==> src/pkg/cabe_regs.svh <==
// Purpose: flag positions, reset values and cycle counts of the execute block
// Assumes: status byte layout C Z N V S H T I from bit 0 upward
// Notes: definitions only
`ifndef CABE_REGS_SVH
`define CABE_REGS_SVH
`define CABE_F_C 0
`define CABE_F_Z 1
`define CABE_F_N 2
`define CABE_F_V 3
`define CABE_F_S 4
`define CABE_F_H 5
`define CABE_F_I 7
`define CABE_SREG_RST 8'h00
`define CABE_PC_RST 16'h0000
`define CABE_REL_MSB 11
`define CABE_CYC_ALU 3'h1
`define CABE_CYC_WORD 3'h2
`define CABE_CYC_MUL 3'h2
`define CABE_CYC_RELATIVE_JUMP 3'h2
`define CABE_CYC_INDIRECT_JUMP_Z 3'h2
`define CABE_CYC_JMP 3'h3
`define CABE_CYC_RELATIVE_CALL 3'h3
`define CABE_CYC_INDIRECT_CALL_Z 3'h3
`define CABE_CYC_CALL 3'h4
`define CABE_CYC_RET 3'h4
`define CABE_CYC_SKIP1 3'h2
`define CABE_CYC_SKIP2 3'h3
`endif

==> src/pkg/cabe_pkg.sv <==
// Purpose: types of the execute block
// Assumes: the decoder drives one cabe_op_t per operation
// Notes: operation encoding is free for the decoder to use
package cabe_pkg;
    typedef enum logic [5:0] {
        op_add, op_add_carry, op_add_word_immediate, op_subtract,
        op_subtract_constant, op_subtract_with_borrow, op_subtract_constant_borrow,
        op_subtract_word_immediate, op_and, op_mask_with_constant, op_or,
        op_merge_with_constant, op_xor_registers, op_bitwise_invert, op_arith_inverse,
        op_set_bits_mask, op_clear_bits_mask, op_inc, op_dec, op_test_register,
        op_clear_register, op_set_all_ones, op_unsigned_product, op_signed_product,
        op_mixed_sign_product, op_fractional_unsigned_product,
        op_fractional_signed_product, op_fractional_mixed_product, op_relative_jump,
        op_indirect_jump_z, op_direct_jump, op_relative_call, op_indirect_call_z,
        op_direct_call, op_return, op_interrupt_return, op_compare_skip_equal,
        op_compare, op_compare_with_borrow, op_compare_constant
    } cabe_op_t;
    typedef enum logic {
        st_idle = 1'b0,
        st_busy = 1'b1
    } cabe_state_t;
    typedef struct packed {
        logic [7:0] res8;
        logic [15:0] word;
        logic [7:0] sreg;
        logic [15:0] pc;
        logic [15:0] push_data;
        logic rd_wr;
        logic word_wr;
        logic prod_wr;
        logic push;
        logic pop;
    } cabe_commit_t;
endpackage

==> src/core/cabe_core.sv <==
// Purpose: execute arithmetic, logic, multiply, jump, call and compare operations
// Assumes: operands valid with start_i while ready_o is high
// Notes: results, flags and pc commit at the end of the last cycle
// Behaviour
// - add registers, optional carry, one cycle
// - add constant to register pair, two cycles
// - subtract constant from register pair, two cycles
// - subtract register or constant, one cycle
// - borrow variants also subtract carry flag
// - logic, increment, decrement keep carry, invert sets it, one cycle
// - set bits ORs, clear bits ANDs inverse
// - test ANDs, clear XORs, ones leave flags
// - multiplies write product to R1:R0, two cycles
// - fractional multiplies shift product left once
// - indirect jump loads pc from Z, two cycles
// - indirect call pushes, loads Z, three cycles
// - compare skip equal, one to three cycles
// - compares set flags without storing, one cycle
`timescale 1ns/100ps
`include "cabe_regs.svh"
module cabe_core
    import cabe_pkg::*;
(
    input wire logic sys_clk_i,
    input wire logic reset_n_i,
    input wire logic start_i,
    input wire cabe_op_t op_i,
    input wire logic [7:0] rd_i,
    input wire logic [7:0] rr_i,
    input wire logic [7:0] rd_hi_i,
    input wire logic [7:0] imm_i,
    input wire logic [15:0] k_i,
    input wire logic [15:0] z_i,
    input wire logic [15:0] pop_data_i,
    input wire logic skip_two_i,
    output logic ready_o,
    output logic done_o,
    output logic rd_wr_o,
    output logic [7:0] rd_data_o,
    output logic word_wr_o,
    output logic prod_wr_o,
    output logic [15:0] word_data_o,
    output logic push_o,
    output logic [15:0] push_data_o,
    output logic pop_o,
    output logic [7:0] sreg_o,
    output logic [15:0] pc_o
);
    cabe_state_t state;
    logic [2:0] cnt;
    logic [2:0] next_cyc;
    cabe_commit_t next_c;
    cabe_commit_t pend_c;
    cabe_commit_t sel_c;
    logic issue;
    logic commit_now;
    logic commit_late;
    logic commit;
    logic [10:0] a8;
    logic [16:0] w17;
    logic [15:0] prod;
    logic [15:0] rel;
    logic brw;
    logic sa;
    logic sb;

    // ********************************
    // helpers
    // ********************************
    // {h, v, c, result} of an 8-bit add or subtract
    function automatic logic [10:0] alu8(input logic [7:0] a, input logic [7:0] b,
                                         input logic cin, input logic sub);
        logic [7:0] r;
        logic h;
        logic v;
        logic c;
        r = sub ? (a - b - {7'h00, cin}) : (a + b + {7'h00, cin});
        if (sub) begin
            h = (~a[3] & b[3]) | (b[3] & r[3]) | (r[3] & ~a[3]);
            c = (~a[7] & b[7]) | (b[7] & r[7]) | (r[7] & ~a[7]);
            v = (a[7] & ~b[7] & ~r[7]) | (~a[7] & b[7] & r[7]);
        end else begin
            h = (a[3] & b[3]) | (b[3] & ~r[3]) | (~r[3] & a[3]);
            c = (a[7] & b[7]) | (b[7] & ~r[7]) | (~r[7] & a[7]);
            v = (a[7] & b[7] & ~r[7]) | (~a[7] & ~b[7] & r[7]);
        end
        return {h, v, c, r};
    endfunction

    // zero may only stay set across a borrow chain
    function automatic logic [7:0] arith_flags(input logic [7:0] s, input logic [10:0] a,
                                               input logic keep_z);
        logic [7:0] f;
        f = s;
        f[`CABE_F_C] = a[8];
        f[`CABE_F_Z] = (a[7:0] == 8'h00) & (~keep_z | s[`CABE_F_Z]);
        f[`CABE_F_N] = a[7];
        f[`CABE_F_V] = a[9];
        f[`CABE_F_S] = a[7] ^ a[9];
        f[`CABE_F_H] = a[10];
        return f;
    endfunction

    function automatic logic [7:0] logic_flags(input logic [7:0] s, input logic [7:0] r,
                                               input logic v);
        logic [7:0] f;
        f = s;
        f[`CABE_F_Z] = (r == 8'h00);
        f[`CABE_F_N] = r[7];
        f[`CABE_F_V] = v;
        f[`CABE_F_S] = r[7] ^ v;
        return f;
    endfunction

    function automatic logic [15:0] mul16(input logic [7:0] a, input logic [7:0] b,
                                          input logic asg, input logic bsg);
        logic signed [8:0] x;
        logic signed [8:0] y;
        logic signed [17:0] p;
        x = $signed({asg & a[7], a});
        y = $signed({bsg & b[7], b});
        p = x * y;
        return p[15:0];
    endfunction

    // ********************************
    // operation decode and result
    // ********************************
    assign rel = {{4{k_i[`CABE_REL_MSB]}}, k_i[11:0]};

    always_comb begin
        next_c = '0;
        next_c.sreg = sreg_o;
        next_c.pc = pc_o + 16'h0001;
        next_c.res8 = rd_i;
        next_c.word = {rd_hi_i, rd_i};
        next_cyc = `CABE_CYC_ALU;
        a8 = 11'h000;
        w17 = 17'h00000;
        prod = 16'h0000;
        brw = 1'b0;
        sa = 1'b0;
        sb = 1'b0;
        case (op_i)
            op_add, op_add_carry: begin
                a8 = alu8(rd_i, rr_i, (op_i == op_add_carry) & sreg_o[`CABE_F_C], 1'b0);
                next_c.res8 = a8[7:0];
                next_c.sreg = arith_flags(sreg_o, a8, 1'b0);
                next_c.rd_wr = 1'b1;
            end
            op_subtract, op_subtract_constant, op_subtract_with_borrow,
            op_subtract_constant_borrow, op_compare, op_compare_with_borrow,
            op_compare_constant: begin
                brw = op_i inside {op_subtract_with_borrow, op_subtract_constant_borrow,
                                   op_compare_with_borrow};
                a8 = alu8(rd_i, (op_i inside {op_subtract_constant,
                    op_subtract_constant_borrow, op_compare_constant}) ? imm_i : rr_i,
                    brw & sreg_o[`CABE_F_C], 1'b1);
                next_c.res8 = a8[7:0];
                next_c.sreg = arith_flags(sreg_o, a8, brw);
                next_c.rd_wr = !(op_i inside {op_compare, op_compare_with_borrow,
                                              op_compare_constant});
            end
            op_arith_inverse: begin
                a8 = alu8(8'h00, rd_i, 1'b0, 1'b1);
                next_c.res8 = a8[7:0];
                next_c.sreg = arith_flags(sreg_o, a8, 1'b0);
                next_c.rd_wr = 1'b1;
            end
            op_bitwise_invert: begin
                next_c.res8 = ~rd_i;
                next_c.sreg = logic_flags(sreg_o, ~rd_i, 1'b0);
                next_c.sreg[`CABE_F_C] = 1'b1;
                next_c.rd_wr = 1'b1;
            end
            op_and, op_mask_with_constant, op_or, op_merge_with_constant,
            op_xor_registers, op_set_bits_mask, op_clear_bits_mask,
            op_test_register, op_clear_register: begin
                case (op_i)
                    op_and: next_c.res8 = rd_i & rr_i;
                    op_mask_with_constant: next_c.res8 = rd_i & imm_i;
                    op_or: next_c.res8 = rd_i | rr_i;
                    op_merge_with_constant: next_c.res8 = rd_i | imm_i;
                    op_xor_registers: next_c.res8 = rd_i ^ rr_i;
                    op_set_bits_mask: next_c.res8 = rd_i | imm_i;
                    op_clear_bits_mask: next_c.res8 = rd_i & ~imm_i;
                    op_test_register: next_c.res8 = rd_i & rd_i;
                    default: next_c.res8 = rd_i ^ rd_i;
                endcase
                next_c.sreg = logic_flags(sreg_o, next_c.res8, 1'b0);
                next_c.rd_wr = 1'b1;
            end
            op_inc, op_dec: begin
                next_c.res8 = (op_i == op_inc) ? rd_i + 8'h01 : rd_i - 8'h01;
                next_c.sreg = logic_flags(sreg_o, next_c.res8, (op_i == op_inc) ?
                    (next_c.res8 == 8'h80) : (next_c.res8 == 8'h7f));
                next_c.rd_wr = 1'b1;
            end
            op_set_all_ones: begin
                next_c.res8 = 8'hff;
                next_c.rd_wr = 1'b1;
            end
            op_add_word_immediate, op_subtract_word_immediate: begin
                next_cyc = `CABE_CYC_WORD;
                if (op_i == op_add_word_immediate) begin
                    w17 = {1'b0, rd_hi_i, rd_i} + {9'h000, imm_i};
                    next_c.sreg[`CABE_F_V] = ~rd_hi_i[7] & w17[15];
                    next_c.sreg[`CABE_F_C] = ~w17[15] & rd_hi_i[7];
                end else begin
                    w17 = {1'b0, rd_hi_i, rd_i} - {9'h000, imm_i};
                    next_c.sreg[`CABE_F_V] = rd_hi_i[7] & ~w17[15];
                    next_c.sreg[`CABE_F_C] = w17[15] & ~rd_hi_i[7];
                end
                next_c.word = w17[15:0];
                next_c.sreg[`CABE_F_Z] = (w17[15:0] == 16'h0000);
                next_c.sreg[`CABE_F_N] = w17[15];
                next_c.sreg[`CABE_F_S] = w17[15] ^ next_c.sreg[`CABE_F_V];
                next_c.word_wr = 1'b1;
            end
            op_unsigned_product, op_signed_product, op_mixed_sign_product,
            op_fractional_unsigned_product, op_fractional_signed_product,
            op_fractional_mixed_product: begin
                next_cyc = `CABE_CYC_MUL;
                sa = !(op_i inside {op_unsigned_product, op_fractional_unsigned_product});
                sb = op_i inside {op_signed_product, op_fractional_signed_product};
                prod = mul16(rd_i, rr_i, sa, sb);
                next_c.word = (op_i inside {op_fractional_unsigned_product,
                    op_fractional_signed_product, op_fractional_mixed_product}) ?
                    {prod[14:0], 1'b0} : prod;
                next_c.sreg[`CABE_F_C] = prod[15];
                next_c.sreg[`CABE_F_Z] = (next_c.word == 16'h0000);
                next_c.prod_wr = 1'b1;
            end
            op_relative_jump: begin
                next_cyc = `CABE_CYC_RELATIVE_JUMP;
                next_c.pc = pc_o + rel + 16'h0001;
            end
            op_indirect_jump_z: begin
                next_cyc = `CABE_CYC_INDIRECT_JUMP_Z;
                next_c.pc = z_i;
            end
            op_direct_jump: begin
                next_cyc = `CABE_CYC_JMP;
                next_c.pc = k_i;
            end
            op_relative_call: begin
                next_cyc = `CABE_CYC_RELATIVE_CALL;
                next_c.push = 1'b1;
                next_c.push_data = pc_o + 16'h0001;
                next_c.pc = pc_o + rel + 16'h0001;
            end
            op_indirect_call_z: begin
                next_cyc = `CABE_CYC_INDIRECT_CALL_Z;
                next_c.push = 1'b1;
                next_c.push_data = pc_o + 16'h0001;
                next_c.pc = z_i;
            end
            op_direct_call: begin
                next_cyc = `CABE_CYC_CALL;
                next_c.push = 1'b1;
                next_c.push_data = pc_o + 16'h0002;
                next_c.pc = k_i;
            end
            op_return, op_interrupt_return: begin
                next_cyc = `CABE_CYC_RET;
                next_c.pop = 1'b1;
                next_c.pc = pop_data_i;
                if (op_i == op_interrupt_return) begin
                    next_c.sreg[`CABE_F_I] = 1'b1;
                end
            end
            op_compare_skip_equal: begin
                if (rd_i == rr_i) begin
                    next_cyc = skip_two_i ? `CABE_CYC_SKIP2 : `CABE_CYC_SKIP1;
                    next_c.pc = pc_o + (skip_two_i ? 16'h0003 : 16'h0002);
                end
            end
            default: begin
                next_cyc = `CABE_CYC_ALU;
            end
        endcase
    end

    // ********************************
    // sequencing
    // ********************************
    assign ready_o = (state == st_idle);
    assign issue = ready_o & start_i;
    assign commit_now = issue & (next_cyc == `CABE_CYC_ALU);
    assign commit_late = (state == st_busy) & (cnt == 3'h0);
    assign commit = commit_now | commit_late;
    assign sel_c = commit_now ? next_c : pend_c;

    always_ff @(posedge sys_clk_i or negedge reset_n_i) begin
        if (!reset_n_i) begin
            state <= st_idle;
            cnt <= 3'h0;
        end else begin
            case (state)
                st_idle: begin
                    if (issue && next_cyc != `CABE_CYC_ALU) begin
                        state <= st_busy;
                        cnt <= next_cyc - 3'h2;
                    end
                end
                st_busy: begin
                    if (cnt == 3'h0) begin
                        state <= st_idle;
                    end else begin
                        cnt <= cnt - 3'h1;
                    end
                end
                default: state <= st_idle;
            endcase
        end
    end

    always_ff @(posedge sys_clk_i or negedge reset_n_i) begin
        if (!reset_n_i) begin
            pend_c <= '0;
        end else if (issue) begin
            pend_c <= next_c;
        end
    end

    // ********************************
    // commit
    // ********************************
    always_ff @(posedge sys_clk_i or negedge reset_n_i) begin
        if (!reset_n_i) begin
            done_o <= 1'b0;
            rd_wr_o <= 1'b0;
            word_wr_o <= 1'b0;
            prod_wr_o <= 1'b0;
            push_o <= 1'b0;
            pop_o <= 1'b0;
        end else begin
            done_o <= commit;
            rd_wr_o <= commit & sel_c.rd_wr;
            word_wr_o <= commit & sel_c.word_wr;
            prod_wr_o <= commit & sel_c.prod_wr;
            push_o <= commit & sel_c.push;
            pop_o <= commit & sel_c.pop;
        end
    end

    always_ff @(posedge sys_clk_i or negedge reset_n_i) begin
        if (!reset_n_i) begin
            rd_data_o <= 8'h00;
            word_data_o <= 16'h0000;
            push_data_o <= 16'h0000;
        end else if (commit) begin
            rd_data_o <= sel_c.res8;
            word_data_o <= sel_c.word;
            push_data_o <= sel_c.push_data;
        end
    end

    always_ff @(posedge sys_clk_i or negedge reset_n_i) begin
        if (!reset_n_i) begin
            sreg_o <= `CABE_SREG_RST;
            pc_o <= `CABE_PC_RST;
        end else if (commit) begin
            sreg_o <= sel_c.sreg;
            pc_o <= sel_c.pc;
        end
    end
endmodule

==> config.mk <==
export PLATFORM = sky130hd
export DESIGN_NAME = cabe_core
export DESIGN_NICKNAME = d
export VERILOG_FILES = /design/src/pkg/cabe_pkg.sv /design/src/core/cabe_core.sv
export VERILOG_INCLUDE_DIRS = /design/src /design/src/pkg
export SDC_FILE = /design/constraint.sdc
export NUM_CORES = 1
export LEC_CHECK = 0
export ABC_AREA = 0
export BUFFER_PORTS_ARGS = -buffer_cell sky130_fd_sc_hd__buf_2
export CORE_MARGIN = 3
export CORE_UTILIZATION = 52
export CTS_CLUSTER_SIZE = 16
export DETAILED_ROUTE_END_ITERATION = 10
export GPL_TIMING_DRIVEN = 0
export MAX_ROUTING_LAYER = met4
export PLACE_DENSITY_LB_ADDON = 0.08
export SYNTH_ARGS = -nofsm -noshare
export SYNTH_HDL_FRONTEND = slang
export SYNTH_SLANG_ARGS = --single-unit
export TNS_END_PERCENT = 10
==> constraint.sdc <==
create_clock -name sys_clk_i -period 4.48 [get_ports sys_clk_i]
set_input_delay 0.672 -clock sys_clk_i [delete_from_list [all_inputs] [get_ports sys_clk_i]]
set_output_delay 0.672 -clock sys_clk_i [all_outputs]
set_load 0.005 [all_outputs]
# Word level (Yosys, flattened, before mapping)
# Cells that the tools add are included.
# word_totals
word_cells,243
reg_bits,143
# classes
mux,40
n_reduce_logical,37
bitwise_logic,80
eq_ne,46
n_addsub,16
mul,1
# ops
cell,count
$pmux 8 s7,2
$eq 6x5->1 const B,16
$pmux 16 s5,1
$mux 69,1
$mux 16,4
$pmux 16 s2,2
$eq 6x4->1 const B,8
$eq 6x6->1 const B,8
$logic_not 8->1,6
$and 1x1->1,37
$add 16x1->16 const B,2
$and 8x8->8,4
$logic_not 16->1,2
$eq 6x3->1 const B,4
$mux 8,3
$pmux 3 s7,1
$reduce_or 2->1,9
$mux 1,17
$add 16x16->16,1
$add 16x2->16,1
$add 16x2->16 const B,1
$add 16x8->16,1
$mul 9x9->16,1
$not 8->8,2
44 further kinds,86

# Longest topological paths before layout
# Gate-level depths: netlist (run 1).
# logic_depth
ltp_word,13
depth_mapped,27
ltp_nobuf,25

# Least setup slack after synthesis (run 1)
# Ideal clock, no wire load.
# synth_path
kind,input to register
startpoint,input op_i[5]
endpoint,register pend_c[38] (netlist name)
path_buffers,3
t_required_ps,4404
setup_ps,76
t_arrival_ps,6513
setup_slack_ps,-2110
path_stages,25
cell_sequence,buf_2 -> buf_2 -> clkbuf_1 -> nand2b_1 -> nor2_1 -> nor2_1 -> nand2_1 -> fa_1 -> fa_1 -> inv_1 -> fa_1 -> fa_1 -> inv_1 -> fa_1 -> inv_1 -> ha_1 -> or2_2 -> o31a_1 -> xor2_1 -> or4_1 -> nor3b_1 -> nand4b_1 -> o211ai_1 -> o22ai_1 -> o21ai_1
# synth_between
elab_chain_len,8
word_cells_on_any_way,68
# synth_lines
element,line,text
start: declaration,cabe_core.sv:27,"input wire cabe_op_t op_i,"
"$eq 6x5->1, or another cell as far along",n/a,
$reduce_bool 2->1 or $reduce_bool 3->1 (tied branches),"cabe_core.sv:224, cabe_core.sv:156",
$logic_not 1->1 or $mux 8 (tied branches),"cabe_core.sv:224, cabe_core.sv:157",
$and 1x1->1 or $sub 8x8->8 (tied branches),"cabe_core.sv:120, cabe_core.sv:77",
$mul 9x9->16 or $sub 8x1->8 (tied branches),"cabe_core.sv:122, cabe_core.sv:77",
$mux 16 or $logic_not 8->1 (tied branches),"cabe_core.sv:228, cabe_core.sv:96",
$logic_not 16->1 or $and 1x1->1 (tied branches),"cabe_core.sv:231, cabe_core.sv:96",
$pmux 2 s8 (*),cabe_core.sv:144,case (op_i)
end signal: assignment,cabe_core.sv:322,pend_c <= next_c;
end: declaration,cabe_core.sv:53,cabe_commit_t pend_c;
# Mark *: on every way between the ends. The rest lies on a longest branch, timed or not. The select of a mux whose other input is x is not followed.
# A chain may end at the register's enable or synchronous reset.

# Worst setup path in the final report (run 1)
# layout_path
startpoint,input op_i[3]
endpoint,register sreg_o[1]
# layout_between
elab_chain_len,9
word_cells_on_any_way,85
# layout_lines
element,line,text
"$eq 6x5->1, or another cell as far along",n/a,
$reduce_bool 2->1 or $reduce_bool 3->1 (tied branches),"cabe_core.sv:224, cabe_core.sv:156",
$logic_not 1->1 or $mux 8 (tied branches),"cabe_core.sv:224, cabe_core.sv:157",
$and 1x1->1 or $sub 8x8->8 (tied branches),"cabe_core.sv:120, cabe_core.sv:77",
$mul 9x9->16 or $sub 8x1->8 (tied branches),"cabe_core.sv:122, cabe_core.sv:77",
$mux 16 or $logic_not 8->1 (tied branches),"cabe_core.sv:228, cabe_core.sv:96",
$logic_not 16->1 or $and 1x1->1 (tied branches),"cabe_core.sv:231, cabe_core.sv:96",
$pmux 2 s8,cabe_core.sv:144,
$mux 69,cabe_core.sv:292,assign sel_c = commit_now ? next_c : pend_c;
end signal: assignment,cabe_core.sv:361,sreg_o <= `CABE_SREG_RST;
end signal: assignment,cabe_core.sv:364,sreg_o <= sel_c.sreg;
end: declaration,cabe_core.sv:46,"output logic [7:0] sreg_o,"
# Parallel ways exist; a longest one is shown, timed or not. The select of a mux whose other input is x is not followed.

==> impl_metrics.yaml, run 1 <==
sta:
  slew_headroom_pct: 11.37
  timing_hold_violations_final: 0
  finClkSkew_ns: 0.008206
  setup_slack_ns: -1.801
  finalCritPeriodShare_pct: 140.2
  tightest_slew_ns: 1.318
  final.min_clock_period_ns: 6.281
  final_max_slew_viol_count: 0
  rsz0062_at_grt: "true"
  setup_violations: 58
  final.hold.worst_slack_ns: 0.1860
  clock.fmax_mhz: 159.2
detailed_routing:
  route.detailed.vias_per_inst: 6.661
  postRouteAntennaNets: 0
  dr_wl_met2_mm: 31.15
  route.final.wire_length_mm: 65.44
  total_length_of_routed_met3_wires_mm: 5.207
  initialDrtViolationCount: 1784
  wl_met1_mm: 24.58
  maxUsedRoutingLayer: "met4"
  remaining_drc_errors: 0
  drt_pass1_iterations: 6
  wire_per_inst_um: 25.83
  num_vias: 16870
worst_setup_path:
  worst_r2r_endpoint: "sreg_o[1]$_DFFE_PN0P_"
  worst_r2r_startpoint: "sreg_o[0]$_DFFE_PN0P_"
  path_max_fanout: 4
  setup.reg_to_reg.worst_slack_ns: 0.14
  timing.critical_path.slowest_stage_cell: "sky130_fd_sc_hd__fa_1"
  worst-path-stages: 25
  timing.critical_path.to: "sreg_o[1]$_DFFE_PN0P_"
  worstSetupPathType: "input pin to flip-flop"
  crit_path_frequent_cell: "sky130_fd_sc_hd__fa_1"
  cpPeakStageDelay_ns: 0.60
  timing.critical_path.to_type: "flip-flop"
  setup.worst_path.start_class: "input pin"
  critPathTopFamily: "adder cells"
  cp_num_buf_inv: 7
  cp-startpoint: "op_i[3]"
  worst-endpoint-arrival_ns: 6.64
  worst-endpoint-required_ns: 4.84
  rr_worst_depth: 19
global_routing:
  grt_antenna_before_repair: 0
  globalRouteOverflowTotal: 0
  globalRouteTotalUtil_pct: 40.62
  grt_pass1_vias: 16000
  grt_first_pass_wirelength_mm: 95.16
  grt_start_max_net_pins: 90
clock_network:
  clock_tree.buffer_depth: 2
  clkLatencyLatePin_ns: 0.43
  htree_num_levels: 4
  tritoncts.num_buffers: 17
  cts.sinks: 143
  cts_tree: "done"
  cts_root_buffer: "sky130_fd_sc_hd__clkbuf_16"
  clk_pin_slew_ns: 0.07
  cts.hold.buffers_added: 0
synth:
  synth_most_common_cell: "sky130_fd_sc_hd__nand2_1"
  synth-async-reset-ratio_pct: 100.0
  top_post_synthesis_cells_by_count: "sky130_fd_sc_hd__nand2_1, sky130_fd_sc_hd__o21ai_0, sky130_fd_sc_hd__inv_1"
  synth-edff-count: 0
  synth_largest_area_cell: "sky130_fd_sc_hd__dfrtp_1"
  yosys.cell_types.count: 85
  synth.top_cells.by_area: "sky130_fd_sc_hd__dfrtp_1, sky130_fd_sc_hd__fa_1, sky130_fd_sc_hd__ha_1"
  synth-main-ff-cell: "sky130_fd_sc_hd__dfrtp_1"
  average_cell_area_after_synthesis_sq_um: 8.048
  synth_seq_cells: 143
  synth_top_area_share_pct: 23.25
  synthesis.yosys.warnings: 0
  syn_area_sq_um: 15390
  synthesis.nets: 2188
  post_synth_inst_count: 1912
  yosysSeqAreaShare_pct: 23.25
cells_and_area:
  design.final.nets: 2412
  n_antenna_cell: 0
  finish.utilization_pct: 64.03
  final_cells: 2533
  post_route_cells_drive_above_1_share_pct: 19.17
  syn2layout_area_growth_pct: 20.39
die:
  floorplan.rows: 62
  core_area_sq_um: 28940
  top_level_ports: 161
  fp.dieArea_sq_um: 31690
  floorplan.initialDensity_pct: 53.18
  dieWidth_um: 178.0
  die-height_um: 178.0
place:
  dp_worst_setup_slack_ns: -3.091
  placedCellCount: 2456
  globalplace.congestion: 1.015
  buffer_ports.inserted: 159
  dp_hpwl_mm: 48.78
hold_path:
  worst_hold_path_type: "input pin to async pin"
power_and_ir_drop:
  static-leakage-power_nw: 8.355
  power_density_nw_per_um2: 551.0
  power_mw: 10.21
  irDropWorstVdd_mv: 1.560
outcome:
  run_status: "finished, violations left"
  failing_checks: "setup timing"
flow_run:
  maxCapViolations: 0
-- cell usage in the layout, fill, tap and decap left out, types with 11 or more instances in the layout --
cell                        netlist  routed
sky130_fd_sc_hd__xor2_1          29      23
sky130_fd_sc_hd__and2_1          45      40
sky130_fd_sc_hd__nor3_1          39      38
sky130_fd_sc_hd__ha_1           113     100
sky130_fd_sc_hd__a221o_1         14      14
sky130_fd_sc_hd__o21ai_1          5      17
sky130_fd_sc_hd__o211ai_1        18      18
sky130_fd_sc_hd__nand3b_1        12      12
sky130_fd_sc_hd__nand2_1        233     231
sky130_fd_sc_hd__buf_4            1      53
sky130_fd_sc_hd__a22oi_1         54      53
sky130_fd_sc_hd__or3_1           14      13
sky130_fd_sc_hd__a211oi_1        20      16
sky130_fd_sc_hd__clkbuf_16        0      20
sky130_fd_sc_hd__a21o_1          23      23
sky130_fd_sc_hd__and3_1          18      17
sky130_fd_sc_hd__fa_1            73      70
sky130_fd_sc_hd__ha_4             0      13
sky130_fd_sc_hd__nor4_1          17      15
sky130_fd_sc_hd__mux2i_1         11      11
sky130_fd_sc_hd__nand2b_1        19      17
sky130_fd_sc_hd__o21a_1          16      16
sky130_fd_sc_hd__nand3_1         47      46
sky130_fd_sc_hd__nor2b_1         21      17
sky130_fd_sc_hd__clkbuf_1        92      71
sky130_fd_sc_hd__mux2_2          14      12
sky130_fd_sc_hd__o22ai_1         19      17
sky130_fd_sc_hd__a22o_1          17      17
sky130_fd_sc_hd__buf_2           19     159
sky130_fd_sc_hd__a31oi_1         18      16
sky130_fd_sc_hd__a21oi_1         86      79
sky130_fd_sc_hd__nand4_1         20      20
sky130_fd_sc_hd__nor2_1         122     114
sky130_fd_sc_hd__dfrtp_1        143     143
sky130_fd_sc_hd__a221oi_1        19      18
sky130_fd_sc_hd__o21ai_0        168     154
sky130_fd_sc_hd__xnor2_1         38      36
sky130_fd_sc_hd__inv_1          146     134
-- state kept, by name, indices dropped and copies added, names as in the netlist --
register	cells
pend_c	69
pc_o	16
push_data_o	16
word_data_o	16
rd_data_o	8
sreg_o	8
cnt	3
done_o	1
pop_o	1
prod_wr_o	1
push_o	1
rd_wr_o	1
state	1
word_wr_o	1
-- per-layer routing --
layer  GRT usage (%)  vias to the layer above
li1                -                     7328
met1           49.61                     8196
met2           65.83                     1071
met3           5.087                      277
met4           21.70                        0
met5               -                        -
-- kinds of logic (layout without fill, tap and decap cells) --
group | Yosys count | after routing | synth area share, %
and+or+nand+nor | 655 | 655 | 20.99
AOI/OAI and AO/OA | 573 | 573 | 24.86
buffers and inverters | 263 | 500 | 6.667
adders and majority gates | 186 | 186 | 18.68
DFF | 143 | 143 | 23.25
xor gates and xnor gates | 67 | 67 | 3.813
muxes | 25 | 25 | 1.740
-- report_power, final --
| part | internal, mW | total (mW) | switching (mW) |
|---|---|---|---|
| logic | 2.78 | 6.60 | 3.82 |
| registers | 1.75 | 2.13 | 0.382 |
| clock network | 0.807 | 1.48 | 0.670 |
| total | 5.34 | 10.2 | 4.87 |
-- layout make-up --
type	count	area [sq um]
sequential	143	3578
timing repair buffer	208	1237
clock buffer	17	425.4
inverter	149	568.0
tap	384	480.5
buffer	111	648.1
fill	2458	10410
clock inverter	15	193.9
multi-input combinational	1506	11390
-- metrics by stage --
stage                     TNS, ns  area [sq um]
final                      -40.07         18530
after global routing       -40.59         18530
after CTS                  -39.26         18120
after detailed placement  -140.50         16760
after global placement    -143.33         16720
after floorplan            -24.31         15450
-- worst min path at each step --
stage | end | depth (start not counted) | startpoint | slack, ns
after detailed placement | pend_c[37]$_DFFE_PN0P_ | 2 | pend_c[37]$_DFFE_PN0P_ | 0.47
after global placement | pend_c[0]$_DFFE_PN0P_ | 2 | pend_c[0]$_DFFE_PN0P_ | 0.46
after global routing | pend_c[0]$_DFFE_PN0P_ | 1 | reset_n_i | 0.23
final | pop_o$_DFF_PN0_ | 1 | reset_n_i | 0.19
after CTS | pend_c[0]$_DFFE_PN0P_ | 1 | reset_n_i | 0.20
after floorplan | cnt[0]$_DFFE_PN0P_ | 0 | reset_n_i | 0.38
-- repair_timing --
action                                  CTS  global route
gates resized for setup                 141            62
gates cloned                              1             0
setup buffers                            24            22
endpoints found under the setup margin   98            76
pin swaps                                37            59
(Power assumes the default switching activity.)
==> inputs of run 2 (changes only) <==
- REMOVE_ABC_BUFFERS: not set -> 1
==> impl_metrics.yaml, run 2 (same netlist as run 1, synthesis figures left out) <==
global_routing:
  grt_start_max_net_pins: 75
  grt_antenna_before_repair: 0
  grt_pass1_vias: 14840
  globalRouteOverflowTotal: 0
  globalRouteTotalUtil_pct: 34.72
  grt_first_pass_wirelength_mm: 83.71
worst_setup_path:
  setup.worst_path.start_class: "input pin"
  timing.critical_path.to_type: "flip-flop"
  cp-startpoint: "op_i[2]"
  worst-endpoint-required_ns: 4.83
  worst_r2r_startpoint: "sreg_o[0]$_DFFE_PN0P_"
  path_max_fanout: 31
  crit_chain: "buf_16, nor2b_4, a22oi_2, nor2_2, nor2_4, and2_2, fa_2, inv_1, fa_1, inv_1, fa_1, inv_1, fa_1, inv_1, ha_1, ha_4, nor2_1, a2111oi_4, o311a_4, nand4b_1, o211ai_1, o22ai_1, o21ai_1"
  cpPeakStageDelay_ns: 0.59
  worst-endpoint-arrival_ns: 6.33
  cp_num_buf_inv: 5
  critPathTopFamily: "adder cells"
  timing.critical_path.slowest_stage_cell: "sky130_fd_sc_hd__fa_2"
  worstSetupPathType: "input pin to flip-flop"
  crit_path_frequent_cell: "sky130_fd_sc_hd__inv_1"
cells_and_area:
  layout.cells.most_common_list: "sky130_fd_sc_hd__nand2_1, sky130_fd_sc_hd__o21ai_0, sky130_fd_sc_hd__buf_2, sky130_fd_sc_hd__dfrtp_1, sky130_fd_sc_hd__inv_1"
  largest_register_ffs: 69
  finish.instance_area_sq_um: 17790
  finish.utilization_pct: 61.48
  design.final.nets: 2285
  regMostFlops: "pend_c"
  n_antenna_cell: 0
  final_cells: 2403
  layout.cells.most_common: "sky130_fd_sc_hd__nand2_1"
  post_route_cells_drive_above_1_share_pct: 16.54
  syn2layout_area_growth_pct: 15.59
  n_fill_cell: 2635
power_and_ir_drop:
  power_density_nw_per_um2: 504.0
  irDropWorstVdd_mv: 0.7138
  power_mw: 8.965
  static-leakage-power_nw: 8.037
sta:
  final_max_slew_viol_count: 0
  final.min_clock_period_ns: 5.977
  tightest_slew_ns: 1.418
  rsz0062_at_grt: "true"
  finClkSkew_ns: 0.01018
  setup_slack_ns: -1.497
  final.hold.worst_slack_ns: 0.2644
  slew_headroom_pct: 5.032
  clock.fmax_mhz: 167.3
  timing_hold_violations_final: 0
  finalCritPeriodShare_pct: 133.4
  setup_violations: 23
detailed_routing:
  remaining_drc_errors: 0
  route.final.wire_length_mm: 53.95
  wire_per_inst_um: 22.45
  drt_pass1_iterations: 6
  route.detailed.vias_per_inst: 6.438
  postRouteAntennaNets: 0
  num_vias: 15470
  initialDrtViolationCount: 1581
place:
  dp_hpwl_mm: 39.31
  globalplace.congestion: 1.009
  buffer_ports.inserted: 160
  placedCellCount: 2351
  placed_instance_area_sq_um: 16440
outcome:
  run_status: "finished, violations left"
  failing_checks: "setup timing"
clock_network:
  cts_tree: "done"
  clock_tree.buffer_depth: 2
  cts.sinks: 143
  tritoncts.num_buffers: 17
  cts.hold.buffers_added: 0
  clkLatencyLatePin_ns: 0.43
  cts_root_buffer: "sky130_fd_sc_hd__clkbuf_16"
  clk_pin_slew_ns: 0.07
  htree_num_levels: 4
die:
  die-height_um: 178.0
  top_level_ports: 161
  fp.dieArea_sq_um: 31690
  core_area_sq_um: 28940
  floorplan.rows: 62
  dieWidth_um: 178.0
  floorplan.initialDensity_pct: 53.18
hold_path:
  worst_hold_path_type: "input pin to async pin"
flow_run:
  maxCapViolations: 0
==> run 2: per-layer routing <==
metal	vias up	track usage, %	routed length, um
met4	0	11.32	1552
met3	123	5.939	4461
met2	748	53.28	24630
met1	7526	46.88	23300
met5	-	-	0
li1	7073	-	-
==> run 2: final cells by class <==
type	count	area, sq um	area share [%]
inverters	149	571.8	3.214
well taps	384	480.5	2.701
clock inverters	11	135.1	0.7597
multi-input cells	1506	11240	63.20
flip-flops and latches	143	3578	20.12
repair buffers	192	1351	7.597
clock buffers	18	429.2	2.413
==> run 2: path summary, 6_finish.rpt <==
kind,to,slack [ns],cells past startpoint
min reg2reg,pend_c[43]$_DFFE_PN0P_,0.47,2
min in group sys_clk_i,pend_c[43]$_DFFE_PN0P_,0.47,2
max reg2reg,sreg_o[1]$_DFFE_PN0P_,0.40,18
max,pend_c[38]$_DFFE_PN0P_,-1.50,23
min,word_data_o[13]$_DFFE_PN0P_,0.26,1
max in group asynchronous,sreg_o[0]$_DFFE_PN0P_,3.38,2
==> run 2: what timing repair did <==
item / 4_1_cts / 5_1_grt
setup buffers: 19 / 1
pin swaps: 29 / 13
cloned: 3 / 0
resized for setup: 96 / 26
setup endpoints to repair: 48 / 66
==> run 2: report_power, final <==
group	internal [mW]	switching, mW	total (mW)	leakage, nW
logic	2.33	3.03	5.36	5.92
registers	1.74	0.437	2.18	1.86
clock network	0.819	0.606	1.42	0.266
==> run 2: through the flow <==
stage / setup TNS, ns / setup WS [ns]
2_1_floorplan: -66.66 / -2.035
3_3_place_gp: -404.45 / -6.780
3_5_place_dp: -99.36 / -3.833
4_1_cts: -23.20 / -1.510
5_1_grt: -28.48 / -1.724
6_report: -23.41 / -1.497
